## src/core/bos_regs.svh

```systemverilog
// Register map, field positions, reset values and timing counts of the brown-out reset sequencer
`ifndef BOS_REGS_SVH
`define BOS_REGS_SVH

// ----------------------------------------------------------------
// Register offsets (byte addresses)
// ----------------------------------------------------------------
`define BOS_ADDR_W          12
`define BOS_OFF_CFG         12'h000
`define BOS_OFF_RSTCTL      12'h004
`define BOS_OFF_INT_STAT    12'h008
`define BOS_OFF_INT_MASK    12'h00C
`define BOS_OFF_OSC_STAT    12'h010

// ----------------------------------------------------------------
// Field positions
// ----------------------------------------------------------------
`define BOS_CFG_OSCSEL_LSB  0
`define BOS_CFG_POSC_LSB    4
`define BOS_CFG_PUD_LSB     8
`define BOS_RSTCTL_FLAG_BIT 1
`define BOS_INT_BROWN_BIT   0
`define BOS_INT_REL_BIT     1
`define BOS_OSC_GATE_BIT    0
`define BOS_OSC_RST_BIT     1
`define BOS_OSC_STATE_LSB   2
`define BOS_OSC_LOCK_BIT    5
`define BOS_OSC_SRC_LSB     8

// ----------------------------------------------------------------
// Reset values
// ----------------------------------------------------------------
`define BOS_CFG_OSCSEL_RST  3'h2
`define BOS_CFG_POSC_RST    2'h1
`define BOS_CFG_PUD_RST     8'h00

// ----------------------------------------------------------------
// Timing
// ----------------------------------------------------------------
`define BOS_CLK_PERIOD_NS   10
`define BOS_FAIL_MON_NS     100000
`define BOS_FAIL_MON_CYC    (`BOS_FAIL_MON_NS / `BOS_CLK_PERIOD_NS)
`define BOS_PUD_UNIT_NS     1000
`define BOS_PUD_UNIT_CYC    (`BOS_PUD_UNIT_NS / `BOS_CLK_PERIOD_NS)
`define BOS_OSU_CYC         1024
`define BOS_PULSE_CYC       4

`endif

```

## src/core/bos_pkg.sv

```systemverilog
// Types shared by the brown-out reset sequencer
`default_nettype none
package bos_pkg;

  typedef enum logic [1:0] {
    BOS_RUN   = 2'b00,
    BOS_PULSE = 2'b01,
    BOS_WAIT  = 2'b10
  } bos_state_e;

  typedef enum logic [2:0] {
    BOS_SRC_FRC      = 3'b000,
    BOS_SRC_FRC_PLL  = 3'b001,
    BOS_SRC_PRI      = 3'b010,
    BOS_SRC_PRI_PLL  = 3'b011,
    BOS_SRC_SEC      = 3'b100,
    BOS_SRC_LPRC     = 3'b101
  } bos_src_e;

  typedef struct packed {
    bos_state_e  state;
    logic [3:0]  pulse_cnt;
    logic [2:0]  src_sel;
    logic        needs_osu;
    logic        needs_pll;
    logic [2:0]  osc_sel;
    logic [1:0]  posc_mode;
    logic [7:0]  pud;
    logic        flag;
    logic [1:0]  int_stat;
    logic [1:0]  int_mask;
    logic [31:0] prdata;
  } bos_state_s;

endpackage
`default_nettype wire

```

## src/core/bos_timer.sv

```systemverilog
// Loadable down-counter used for the start-up and release delays
`default_nettype none
module bos_timer #(
  parameter int W = 20
) (
  input  wire logic         clock,   // System clock
  input  wire logic         rstn,    // Async reset, active low
  input  wire logic         start,   // Load pulse
  input  wire logic [W-1:0] load,    // Cycles to count
  output logic              done     // High once count reaches zero
);

  logic [W-1:0] cnt_r;
  logic [W-1:0] cnt_nxt;

  always_comb begin
    cnt_nxt = cnt_r;
    if (start) begin
      cnt_nxt = load;
    end else if (cnt_r != '0) begin
      cnt_nxt = cnt_r - W'(1);
    end
  end

  always_ff @(posedge clock or negedge rstn) begin
    if (!rstn) begin
      cnt_r <= '0;
    end else begin
      cnt_r <= cnt_nxt;
    end
  end

  // A start in flight never reads as done
  assign done = (cnt_r == '0) && !start;

endmodule
`default_nettype wire

```

## src/core/bos_clk_decode.sv

```systemverilog
// Decodes the clock-source configuration into start-up requirements
`default_nettype none
module bos_clk_decode
  import bos_pkg::*;
(
  input  wire logic [2:0] osc_sel,     // Oscillator select field
  input  wire logic [1:0] posc_mode,   // Primary oscillator mode field
  output logic            needs_osu,   // Source is an oscillator mode
  output logic            needs_pll,   // PLL in the clock path
  output logic            crystal      // Crystal on the primary oscillator
);

  logic pri;

  always_comb begin
    pri       = (osc_sel == BOS_SRC_PRI) || (osc_sel == BOS_SRC_PRI_PLL);
    // Mode 00 is an external clock and 11 disables the primary oscillator
    crystal   = pri && ((posc_mode == 2'h1) || (posc_mode == 2'h2));
    needs_osu = crystal || (osc_sel == BOS_SRC_SEC);
    needs_pll = (osc_sel == BOS_SRC_FRC_PLL) || (osc_sel == BOS_SRC_PRI_PLL);
  end

endmodule
`default_nettype wire

```

## src/core/bos_seq.sv

```systemverilog
// Brown-out reset sequencer with APB register access
//
// Operation
// Brown-out pulses a reset into the whole device
// Clock source chosen from select and mode fields
// Oscillator modes wait for start-up timer expiry
// PLL paths hold clock until lock reads one
// Power-up delay runs alongside clock wait
// Zero delay with crystal uses fail-monitor delay
// Brown-out sets status flag bit one
// Detection stays active in Sleep and Idle
// Release needs both delay and clock ready
// Flag survives reset until software writes zero
//
// The APB interface to the registers and the register offsets were chosen for this implementation.
`include "bos_regs.svh"
`default_nettype none
module bos_seq
  import bos_pkg::*;
#(
  parameter int FAIL_MON_CYC = `BOS_FAIL_MON_CYC,
  parameter int PUD_UNIT_CYC = `BOS_PUD_UNIT_CYC,
  parameter int OSU_CYC      = `BOS_OSU_CYC,
  parameter int PULSE_CYC    = `BOS_PULSE_CYC,
  parameter int TW           = 20
) (
  input  wire logic                  clock,           // 100 MHz system clock
  input  wire logic                  rstn,            // Async reset, active low
  input  wire logic                  psel,            // APB select
  input  wire logic                  penable,         // APB enable
  input  wire logic                  pwrite,          // APB write
  input  wire logic [`BOS_ADDR_W-1:0] paddr,          // APB byte address
  input  wire logic [31:0]           pwdata,          // APB write data
  output logic      [31:0]           prdata,          // APB read data
  output logic                       pready,          // APB ready
  output logic                       pslverr,         // APB error on unmapped address
  input  wire logic                  brownout_det,    // Supply monitor below threshold
  input  wire logic                  pll_lock,        // PLL lock status
  output logic                       device_reset,    // Internal device reset, active high
  output logic                       sys_clk_enable,  // System clock gate
  output logic      [2:0]            clk_src_sel,     // Selected clock source
  output logic                       irq              // Level interrupt
);

  // ----------------------------------------------------------------
  // State
  // ----------------------------------------------------------------
  localparam bos_state_s ST_RST = '{
    state:     BOS_PULSE,
    pulse_cnt: 4'h0,
    src_sel:   `BOS_CFG_OSCSEL_RST,
    needs_osu: 1'b0,
    needs_pll: 1'b0,
    osc_sel:   `BOS_CFG_OSCSEL_RST,
    posc_mode: `BOS_CFG_POSC_RST,
    pud:       `BOS_CFG_PUD_RST,
    flag:      1'b0,
    int_stat:  2'h0,
    int_mask:  2'h0,
    prdata:    32'h0000_0000
  };

  bos_state_s st;
  bos_state_s st_nxt;

  logic          dec_osu;
  logic          dec_pll;
  logic          dec_xtal;
  logic          osu_done;
  logic          dly_done;
  logic          tmr_start;
  logic [TW-1:0] dly_load;
  logic          clk_ready;
  logic          pulse_last;
  logic          bus_setup;
  logic          bus_wr;
  logic          addr_hit;
  logic          brown_event;
  logic          rel_event;
  logic          flag_clr;
  logic [1:0]    int_clr;
  logic [31:0]   rd_mux;

  // ----------------------------------------------------------------
  // Clock source decode and timers
  // ----------------------------------------------------------------
  bos_clk_decode u_decode (
    .osc_sel   (st.osc_sel),
    .posc_mode (st.posc_mode),
    .needs_osu (dec_osu),
    .needs_pll (dec_pll),
    .crystal   (dec_xtal)
  );

  bos_timer #(.W(TW)) u_osu_timer (
    .clock (clock),
    .rstn  (rstn),
    .start (tmr_start),
    .load  (TW'(OSU_CYC)),
    .done  (osu_done)
  );

  bos_timer #(.W(TW)) u_dly_timer (
    .clock (clock),
    .rstn  (rstn),
    .start (tmr_start),
    .load  (dly_load),
    .done  (dly_done)
  );

  // ----------------------------------------------------------------
  // Sequencing terms
  // ----------------------------------------------------------------
  always_comb begin
    pulse_last = (st.state == BOS_PULSE) && (st.pulse_cnt == 4'(PULSE_CYC - 1));
    // Timers start together so the delay overlaps the clock wait
    tmr_start  = pulse_last && !brownout_det;
    if (st.pud != 8'h00) begin
      dly_load = TW'(st.pud * PUD_UNIT_CYC);
    end else if (dec_xtal) begin
      dly_load = TW'(FAIL_MON_CYC);
    end else begin
      dly_load = '0;
    end
    clk_ready = (!st.needs_osu || osu_done)
             && (!st.needs_pll || pll_lock);
  end

  // ----------------------------------------------------------------
  // APB decode
  // ----------------------------------------------------------------
  always_comb begin
    bus_setup = psel && !penable;
    bus_wr    = psel && penable && pwrite;
    addr_hit  = (paddr == `BOS_OFF_CFG) || (paddr == `BOS_OFF_RSTCTL)
             || (paddr == `BOS_OFF_INT_STAT) || (paddr == `BOS_OFF_INT_MASK)
             || (paddr == `BOS_OFF_OSC_STAT);
    rd_mux = 32'h0000_0000;
    unique case (paddr)
      `BOS_OFF_CFG: begin
        rd_mux[`BOS_CFG_OSCSEL_LSB +: 3] = st.osc_sel;
        rd_mux[`BOS_CFG_POSC_LSB +: 2]   = st.posc_mode;
        rd_mux[`BOS_CFG_PUD_LSB +: 8]    = st.pud;
      end
      `BOS_OFF_RSTCTL: begin
        rd_mux[`BOS_RSTCTL_FLAG_BIT] = st.flag;
      end
      `BOS_OFF_INT_STAT: begin
        rd_mux[1:0] = st.int_stat;
      end
      `BOS_OFF_INT_MASK: begin
        rd_mux[1:0] = st.int_mask;
      end
      `BOS_OFF_OSC_STAT: begin
        rd_mux[`BOS_OSC_GATE_BIT]      = sys_clk_enable;
        rd_mux[`BOS_OSC_RST_BIT]       = device_reset;
        rd_mux[`BOS_OSC_STATE_LSB +: 2] = st.state;
        rd_mux[`BOS_OSC_LOCK_BIT]      = pll_lock;
        rd_mux[`BOS_OSC_SRC_LSB +: 3]  = st.src_sel;
      end
      default: begin
        rd_mux = 32'h0000_0000;
      end
    endcase
  end

  // ----------------------------------------------------------------
  // Next state
  // ----------------------------------------------------------------
  always_comb begin
    st_nxt      = st;
    brown_event = 1'b0;
    rel_event   = 1'b0;
    flag_clr    = bus_wr && addr_hit && (paddr == `BOS_OFF_RSTCTL) && !pwdata[`BOS_RSTCTL_FLAG_BIT];
    int_clr     = (bus_wr && (paddr == `BOS_OFF_INT_STAT)) ? pwdata[1:0] : 2'h0;

    // The detector path is never gated by Sleep or Idle
    unique case (st.state)
      BOS_RUN: begin
        if (brownout_det) begin
          st_nxt.state     = BOS_PULSE;
          st_nxt.pulse_cnt = 4'h0;
          brown_event      = 1'b1;
        end
      end
      BOS_PULSE: begin
        // Source is captured every pulse cycle so the last one wins
        st_nxt.src_sel   = st.osc_sel;
        st_nxt.needs_osu = dec_osu;
        st_nxt.needs_pll = dec_pll;
        if (brownout_det) begin
          st_nxt.pulse_cnt = 4'h0;
        end else if (pulse_last) begin
          st_nxt.state = BOS_WAIT;
        end else begin
          st_nxt.pulse_cnt = st.pulse_cnt + 4'h1;
        end
      end
      BOS_WAIT: begin
        if (brownout_det) begin
          st_nxt.state     = BOS_PULSE;
          st_nxt.pulse_cnt = 4'h0;
          brown_event      = 1'b1;
        end else if (clk_ready && dly_done) begin
          st_nxt.state = BOS_RUN;
          rel_event    = 1'b1;
        end
      end
      default: begin
        st_nxt.state     = BOS_PULSE;
        st_nxt.pulse_cnt = 4'h0;
      end
    endcase

    // Set wins over a clear in the same cycle
    st_nxt.flag = (brownout_det || st.flag) && !(flag_clr && !brownout_det);
    st_nxt.int_stat[`BOS_INT_BROWN_BIT] = brown_event
                                       || (st.int_stat[`BOS_INT_BROWN_BIT] && !int_clr[`BOS_INT_BROWN_BIT]);
    st_nxt.int_stat[`BOS_INT_REL_BIT]   = rel_event
                                       || (st.int_stat[`BOS_INT_REL_BIT] && !int_clr[`BOS_INT_REL_BIT]);

    if (bus_wr && (paddr == `BOS_OFF_CFG)) begin
      st_nxt.osc_sel   = pwdata[`BOS_CFG_OSCSEL_LSB +: 3];
      st_nxt.posc_mode = pwdata[`BOS_CFG_POSC_LSB +: 2];
      st_nxt.pud       = pwdata[`BOS_CFG_PUD_LSB +: 8];
    end
    if (bus_wr && (paddr == `BOS_OFF_INT_MASK)) begin
      st_nxt.int_mask = pwdata[1:0];
    end
    // Read data is captured in the setup phase so prdata comes from a flop
    if (bus_setup) begin
      st_nxt.prdata = rd_mux;
    end
  end

  // Registers return to their reset values only on rstn, never on the reset they issue
  always_ff @(posedge clock or negedge rstn) begin
    if (!rstn) begin
      st <= ST_RST;
    end else begin
      st <= st_nxt;
    end
  end

  // ----------------------------------------------------------------
  // Outputs
  // ----------------------------------------------------------------
  assign device_reset   = (st.state != BOS_RUN);
  assign sys_clk_enable = (st.state == BOS_RUN) || ((st.state == BOS_WAIT) && clk_ready);
  assign clk_src_sel    = st.src_sel;
  assign irq            = |(st.int_stat & st.int_mask);
  assign prdata         = st.prdata;
  // No wait states: every access completes in its first access cycle
  assign pready         = 1'b1;
  assign pslverr        = psel && penable && !addr_hit;
endmodule
`default_nettype wire

```

## config.mk

```make
export PLATFORM = sky130hd
export DESIGN_NAME = bos_seq
export DESIGN_NICKNAME = d
export VERILOG_FILES = /design/src/core/bos_pkg.sv /design/src/core/bos_timer.sv /design/src/core/bos_clk_decode.sv /design/src/core/bos_seq.sv
export VERILOG_INCLUDE_DIRS = /design/src /design/src/core
export SDC_FILE = /design/constraint.sdc
export NUM_CORES = 1
export LEC_CHECK = 0
export BUFFER_PORTS_ARGS = -buffer_cell sky130_fd_sc_hd__clkbuf_2
export CAP_MARGIN = 20
export CORE_ASPECT_RATIO = 0.8
export CORE_MARGIN = 3
export CORE_UTILIZATION = 55
export CTS_BUF_LIST = sky130_fd_sc_hd__clkbuf_8
export CTS_CLUSTER_DIAMETER = 40
export DETAILED_ROUTE_END_ITERATION = 8
export GPL_ROUTABILITY_DRIVEN = 0
export PLACE_DENSITY = 0.9
export SETUP_SLACK_MARGIN = 0.5
export SLEW_MARGIN = 10
export SYNTH_ARGS = -nofsm -noshare
export SYNTH_HDL_FRONTEND = slang
export SYNTH_SLANG_ARGS = --single-unit
```

## constraint.sdc

```tcl
create_clock -name clock -period 3.5 [get_ports clock]
set_clock_uncertainty 0.1 [all_clocks]
set_input_delay 0.35 -clock clock [delete_from_list [all_inputs] [get_ports clock]]
set_output_delay 0.35 -clock clock [all_outputs]
set_load 0.02 [all_outputs]
```

* After elaboration in Yosys (flattened, before gate mapping)
Index checks and enable logic that the tools add are counted.
** Word-level totals
- Register bits after elaboration :: 83
- Output and inout bits :: 40
- Word-level logic and storage cells :: 127
- Input bits :: 51
** Cells by class
- Reduce and logical (&&, ||, !) cells :: 60
- Mux-type cells :: 29
- Bitwise gates (word level) :: 1
- $mul :: 1
- Add/subtract/negate cells :: 3
- Equality and inequality tests :: 19
** Operator list (number)
- 2-to-1 mux 20 bit :: 5
- zero test 20 bit :: 2
- nonzero test 20 bit :: 2
- subtractor 20 x 1 -> 20 bit (second input constant) :: 2
- equality test 12 x 4 -> 1 bit (second input constant) :: 2
- logical AND 1 bit :: 22
- case mux 6 bit (3 select lines) :: 1
- logical OR 1 bit :: 14
- 2-to-1 mux 14 bit :: 1
- multiplier 8 x 5 -> 13 bit (second input constant) :: 1
- equality test 12 x 3 -> 1 bit (second input constant) :: 1
- equality test 12 x 5 -> 1 bit (second input constant) :: 1
- zero test 12 bit :: 1
- 2-to-1 mux 4 bit :: 3
- zero test 1 bit :: 10
- 2-to-1 mux 2 bit :: 5
- != test 2 bit (second input constant) :: 4
- nonzero test 8 bit :: 1
- 2-to-1 mux 1 bit :: 7
- equality test 3 x 2 -> 1 bit (second input constant) :: 2
- 2-to-1 mux 6 bit :: 1
- != test 3 bit (second input constant) :: 2
- case mux 3 bit (2 select lines) :: 1
- nonzero test 2 bit :: 3
- 15 further kinds :: 19

* Longest topological paths before layout
- Depth in word-level cells :: 12
- Gate-level depth with buffers :: 13

* Cells and area by module
Synthesis repeated with hierarchy kept, for this count alone.
** Unflattened totals
- Cells, all modules :: 571
- Area total of the unflattened synthesis :: 5756.8 µm²
** By module, submodules not included
- bos_seq :: area each 3094.2 µm², cells each 311, seq. area each 1081.0 µm², instances 1
- bos_timer :: area each 1308.8 µm², cells each 127, seq. area each 500.5 µm², instances 2
- bos_clk_decode :: area each 45.0 µm², cells each 6, seq. area each 0.0 µm², instances 1

* Worst setup path after synthesis
Ideal clock, no wire load.
- Path type :: flip-flop to flip-flop
- From :: register st[39] in the netlist's numbering
- To :: register u_dly_timer.cnt_r[14]
- Cell stages (with the launch flop) :: 12
- Slack :: 0.476 ns
- Setup time :: 0.129 ns
- Period minus slack after synthesis :: 3.024 ns
- Arrival time :: 2.795 ns
- Cell sequence :: dfrtp_1 -> inv_1 -> ha_1 -> ha_1 -> fa_1 -> ha_1 -> nor2b_1 -> o21ai_0 -> o21ai_0 -> o41ai_1 -> xor2_1 -> o22ai_1
** On the way
- Longest elaborated chain between the ends :: 3
** RTL lines
- from (decl) :: line bos_seq.sv:63 : bos_state_s st;
- from (signal assigned) :: line bos_seq.sv:241 : st <= st_nxt;
- multiplier 8 x 5 -> 13 bit or nonzero test 8 bit (tied branches) :: line bos_seq.sv:119, bos_seq.sv:118
- 2-to-1 mux 20 bit * :: line bos_seq.sv:118 : if (st.pud != 8'h00) begin
- 2-to-1 mux 20 bit * :: line bos_timer.sv:18 : if (start) begin
- to (signal assigned) :: line bos_timer.sv:29 : cnt_r <= cnt_nxt;
- to (decl) :: line bos_timer.sv:13 : logic [W-1:0] cnt_r;
Every way passes the cells marked *; elsewhere a longest branch is shown, timed or not.
A chain may end at the register's enable or synchronous reset.

* Final worst setup path
- From :: register st[40] in the netlist's numbering
- To :: register u_dly_timer.cnt_r[13]
The elaborated chain is that of the path after synthesis.

==> results by group <==
Outcome
  • Status: completed

STA
  • Final period util: 87.5%
  • RSZ-0062 raised after global routing: yes
  • Final hold vios: 0
  • Setup ws final: 0.436 ns
  • Minimum clock period: 3.06 ns
  • Worst Max-Slew Pin Slew: 1.04 ns
  • # setup viols final: 0
  • Total Neg Setup Slack: 0 ns
  • Slew margin rel.: 30.4%
  • Fmax: 326 MHz
  • Fin. max-slew vios: 0

Cells and area
  • Fillers: 658
  • Fin util: 64.6%
  • N_diodes: 0
  • Nets: 683
  • P&R area growth vs syn: 13.5%
  • Layout cell share with drive strength beyond 1: 23.4%
  • Design area: 5920 sq um

Global routing
  • First-pass GRT wire length: 20,600 um
  • Grt total ovfl: 0
  • Largest net degree at the start of global routing: 84
  • M3 GR Usage: 6.99%
  • Met2 usage: 38.4%
  • Total GRT Usage: 24.4%
  • Initial antenna violation count: 0
  • Vias in the first global route: 4,196
  • GRT Max-Usage Layer: met2
  • Met1 usage: 32.3%

Pwr
  • PwrDens: 437 nW/um^2
  • Switch share: 34.0%
  • Comb power frac: 24.1%
  • Seq pwr share: 49.5%
  • Clk pwr share: 26.3%
  • Net switching power: 879 uW
  • Peak supply drop: 279 uV
  • Cell Int Power: 1710 uW
  • Leakage power total: 0.00254 uW

Setup path
  • Cell breakdown of the critical path: buf_6 > ha_2 > ha_4 > inv_2 > fa_2 > inv_2 > ha_4 > a41oi_4 > o21ai_2 > o31ai_2 > xnor2_1 > a22o_1
  • Largest delay contributor family on the critical path: adder cells
  • CP Capture Type: flop
  • Startpoint types: flop
  • Buffer and inverter count on the worst path: 3
  • Critical path depth: 12
  • CP max stage delay: 0.53 ns
  • Critical-path top delay cell: fa_2
  • WP data arrival: 3.22 ns
  • Worst r2r path cells: 12
  • Critical Path RT: 3.65 ns
  • Max Fanout on Critical Path: 4
  • CP Class: reg -> reg

CTS
  • CTS root buffer: clkbuf_8
  • Number of H-tree levels: 3
  • Worst-Skew Late Latency: 0.37 ns
  • Maximum buffer depth of the clock tree: 2
  • Clock slew at reported path FFs: 0.08 ns
  • Num CTS Buffers: 9
  • Clock sink total: 83
  • TritonCTS clock tree: built

Die
  • I/O pin total: 91
  • Die H: 93.1 um
  • Starting Density: 56.9%
  • Core ar.: 9150 sq um
  • Die ar.: 10,700 sq um
  • # rows: 31
  • Die W: 115 um

Yosys
  • Xor/xnor share of the synthesized area: 5.71%
  • Synth Warn #: 0
  • Synth async-reset ratio: 100%
  • Synth unique cells: 60
  • Post-Syn Area: 5210 sq um
  • Synth Area in Compound Gates: 12.9%
  • Synth Area in Simple Gates: 19.1%
  • Syn_area_per_cell: 9.58 sq um
  • Mux cell area share after synthesis: 3.03%
  • Synth Register Bits: 83
  • Post-synth EDFFs: 0
  • Synth Area in Adders: 11.0%
  • Main synth FF type: dfrtp_1
  • Mapped Cells: 544
  • Register area share after synthesis: 40.0%
  • Main combinational cell family by area after synthesis: simple AND/OR/NAND/NOR gates

Place
  • Placed Area: 5390 sq um
  • DP Worst Slack: 0.186 ns
  • DP HPWL: 8500 um
  • Port-buffer cells: 52

Detailed routing
  • Drt total wl: 13,500 um
  • Drc violations: 0
  • 1st-pass router iterations: 5
  • Vias/cell: 6.27
  • Via count: 4,441
  • Post-DRT Antenna Nets: 0
  • Drt wl/cell: 19.1 um
  • Starting DRT DRC Count: 550

Hold path
  • Hold Path Class: in -> reg
  • Hold Path Cell Cnt: 3

Run
  • # Max-Cap Violations: 0
-- worst paths after layout --
check,slack (ns),endpoint,start
max,0.44,u_dly_timer.cnt_r[13],st[40]
min,0.08,st[40],pwdata[11]
max reg2reg,0.44,u_dly_timer.cnt_r[13],st[40]
min reg2reg,0.38,st[36],st[36]
max in group asynchronous,2.33,st[59],rstn
min in group asynchronous,0.32,st[58],rstn
-- cell usage in the layout (no fill, tap or decap), drive strengths merged, types with 6 or more instances in the layout --
cell     n
ha      41
nand3   11
nand2b   6
o31ai    7
nor2    43
nor3    10
clkbuf  61
nor4    12
inv     31
conb    19
or4      9
nand2   50
or3     11
xor2     9
a22oi    8
xnor2   25
o22ai    6
buf     14
dfrtp   79
mux2    12
a21oi   20
o21ai   44
-- synthesized netlist by cell type, drive strengths merged, types with 2 or more instances --
cell    number  area, sq um
o22ai        6         37.5
mux2        12          135
a22oi        8         60.1
o211ai       2         15.0
o31ai        7         52.6
nor3        10         50.1
nor4        12          109
or3         11         73.8
nor3b        3         22.5
or2          3         18.8
nand4b       3         41.3
conb         2         7.51
buf         38          280
dfrtp       79         1980
a21o         3         22.5
a22o         5         43.8
nor2        43          161
nand4        3         18.8
inv         27          101
nor4b        4         35.0
fa           3         60.1
a21oi       20          100
and3         2         12.5
a211oi       4         35.0
xnor2       25          219
nand2b       6         37.5
xor2         9         78.8
nand2       50          188
o21ai       44          220
and2         4         25.0
ha          41          513
dfstp        4          105
clkbuf      12         45.0
or4          9         82.6
o21ba        2         20.0
nand3       11         55.1
nor2b        4         25.0
-- metrics by stage --
step	power, uW	hold slack (ns)	cells
6_report	2580	0.0787	708
5_1_grt	2740	0.0907	708
4_1_cts	2540	0.0760	700
3_5_place_dp	1850	0.360	681
3_3_place_gp	1800	0.356	681
2_1_floorplan	1680	-0.0456	561
-- routing by layer --
metal | vias to the layer above | share of wire [%]
li1 | 1956 | -
met1 | 2143 | 40
met2 | 257 | 47
met3 | 85 | 7.8
met4 | 0 | 5.3
met5 | - | 0
-- worst min-delay path, cell delays in order --
cell	delay, ns
clkbuf_2	0.08
nand2_1	0.03
o21ai_0	0.05
-- power groups by stage --
stage | Clock [uW] | Sequential (uW) | Combinational (uW)
floorplan | 0 | 1240 | 444
global placement | 0 | 1270 | 536
detailed placement | 0 | 1280 | 569
CTS | 691 | 1270 | 585
global route | 745 | 1300 | 691
finish | 681 | 1280 | 624
-- flip-flops by register name, summed over array words and instances (netlist names) --
register	flops
clk_src_sel	3
prdata	14
u_osu_timer.cnt_r	20
u_dly_timer.cnt_r	20
st	26
-- layout make-up --
| class | count | area, sq um | area share (%) |
|---|---|---|---|
| Clock buffer | 10 | 138 | 2.33 |
| Tap cell | 115 | 144 | 2.43 |
| Inverter | 27 | 101 | 1.71 |
| Clock inverter | 6 | 50.0 | 0.846 |
| Multi-Input combinational cell | 401 | 2990 | 50.6 |
| Timing Repair Buffer | 66 | 402 | 6.79 |
| Sequential cell | 83 | 2090 | 35.3 |
-- kinds of logic (layout without fill, tap and decap cells) --
| logic type | after synthesis | after routing |
|---|---|---|
| fa+ha+maj | 44 | 44 |
| simple gates | 182 | 182 |
| other cells | 2 | 19 |
| flops | 83 | 83 |
| xor+xnor | 34 | 34 |
| buf+inv | 77 | 109 |
| mux | 13 | 13 |
| compound gates | 109 | 109 |
-- timing repair --
item / 4_1_cts / 5_1_grt
pin swaps: 6 / 16
endpoints found under the hold margin: 0 / 22
gates resized for setup: 11 / 32
hold buffers: 0 / 1
setup endpoints to repair: 6 / 6
setup buffers: 3 / 6
No activity file was read; power rests on OpenSTA's default activity.
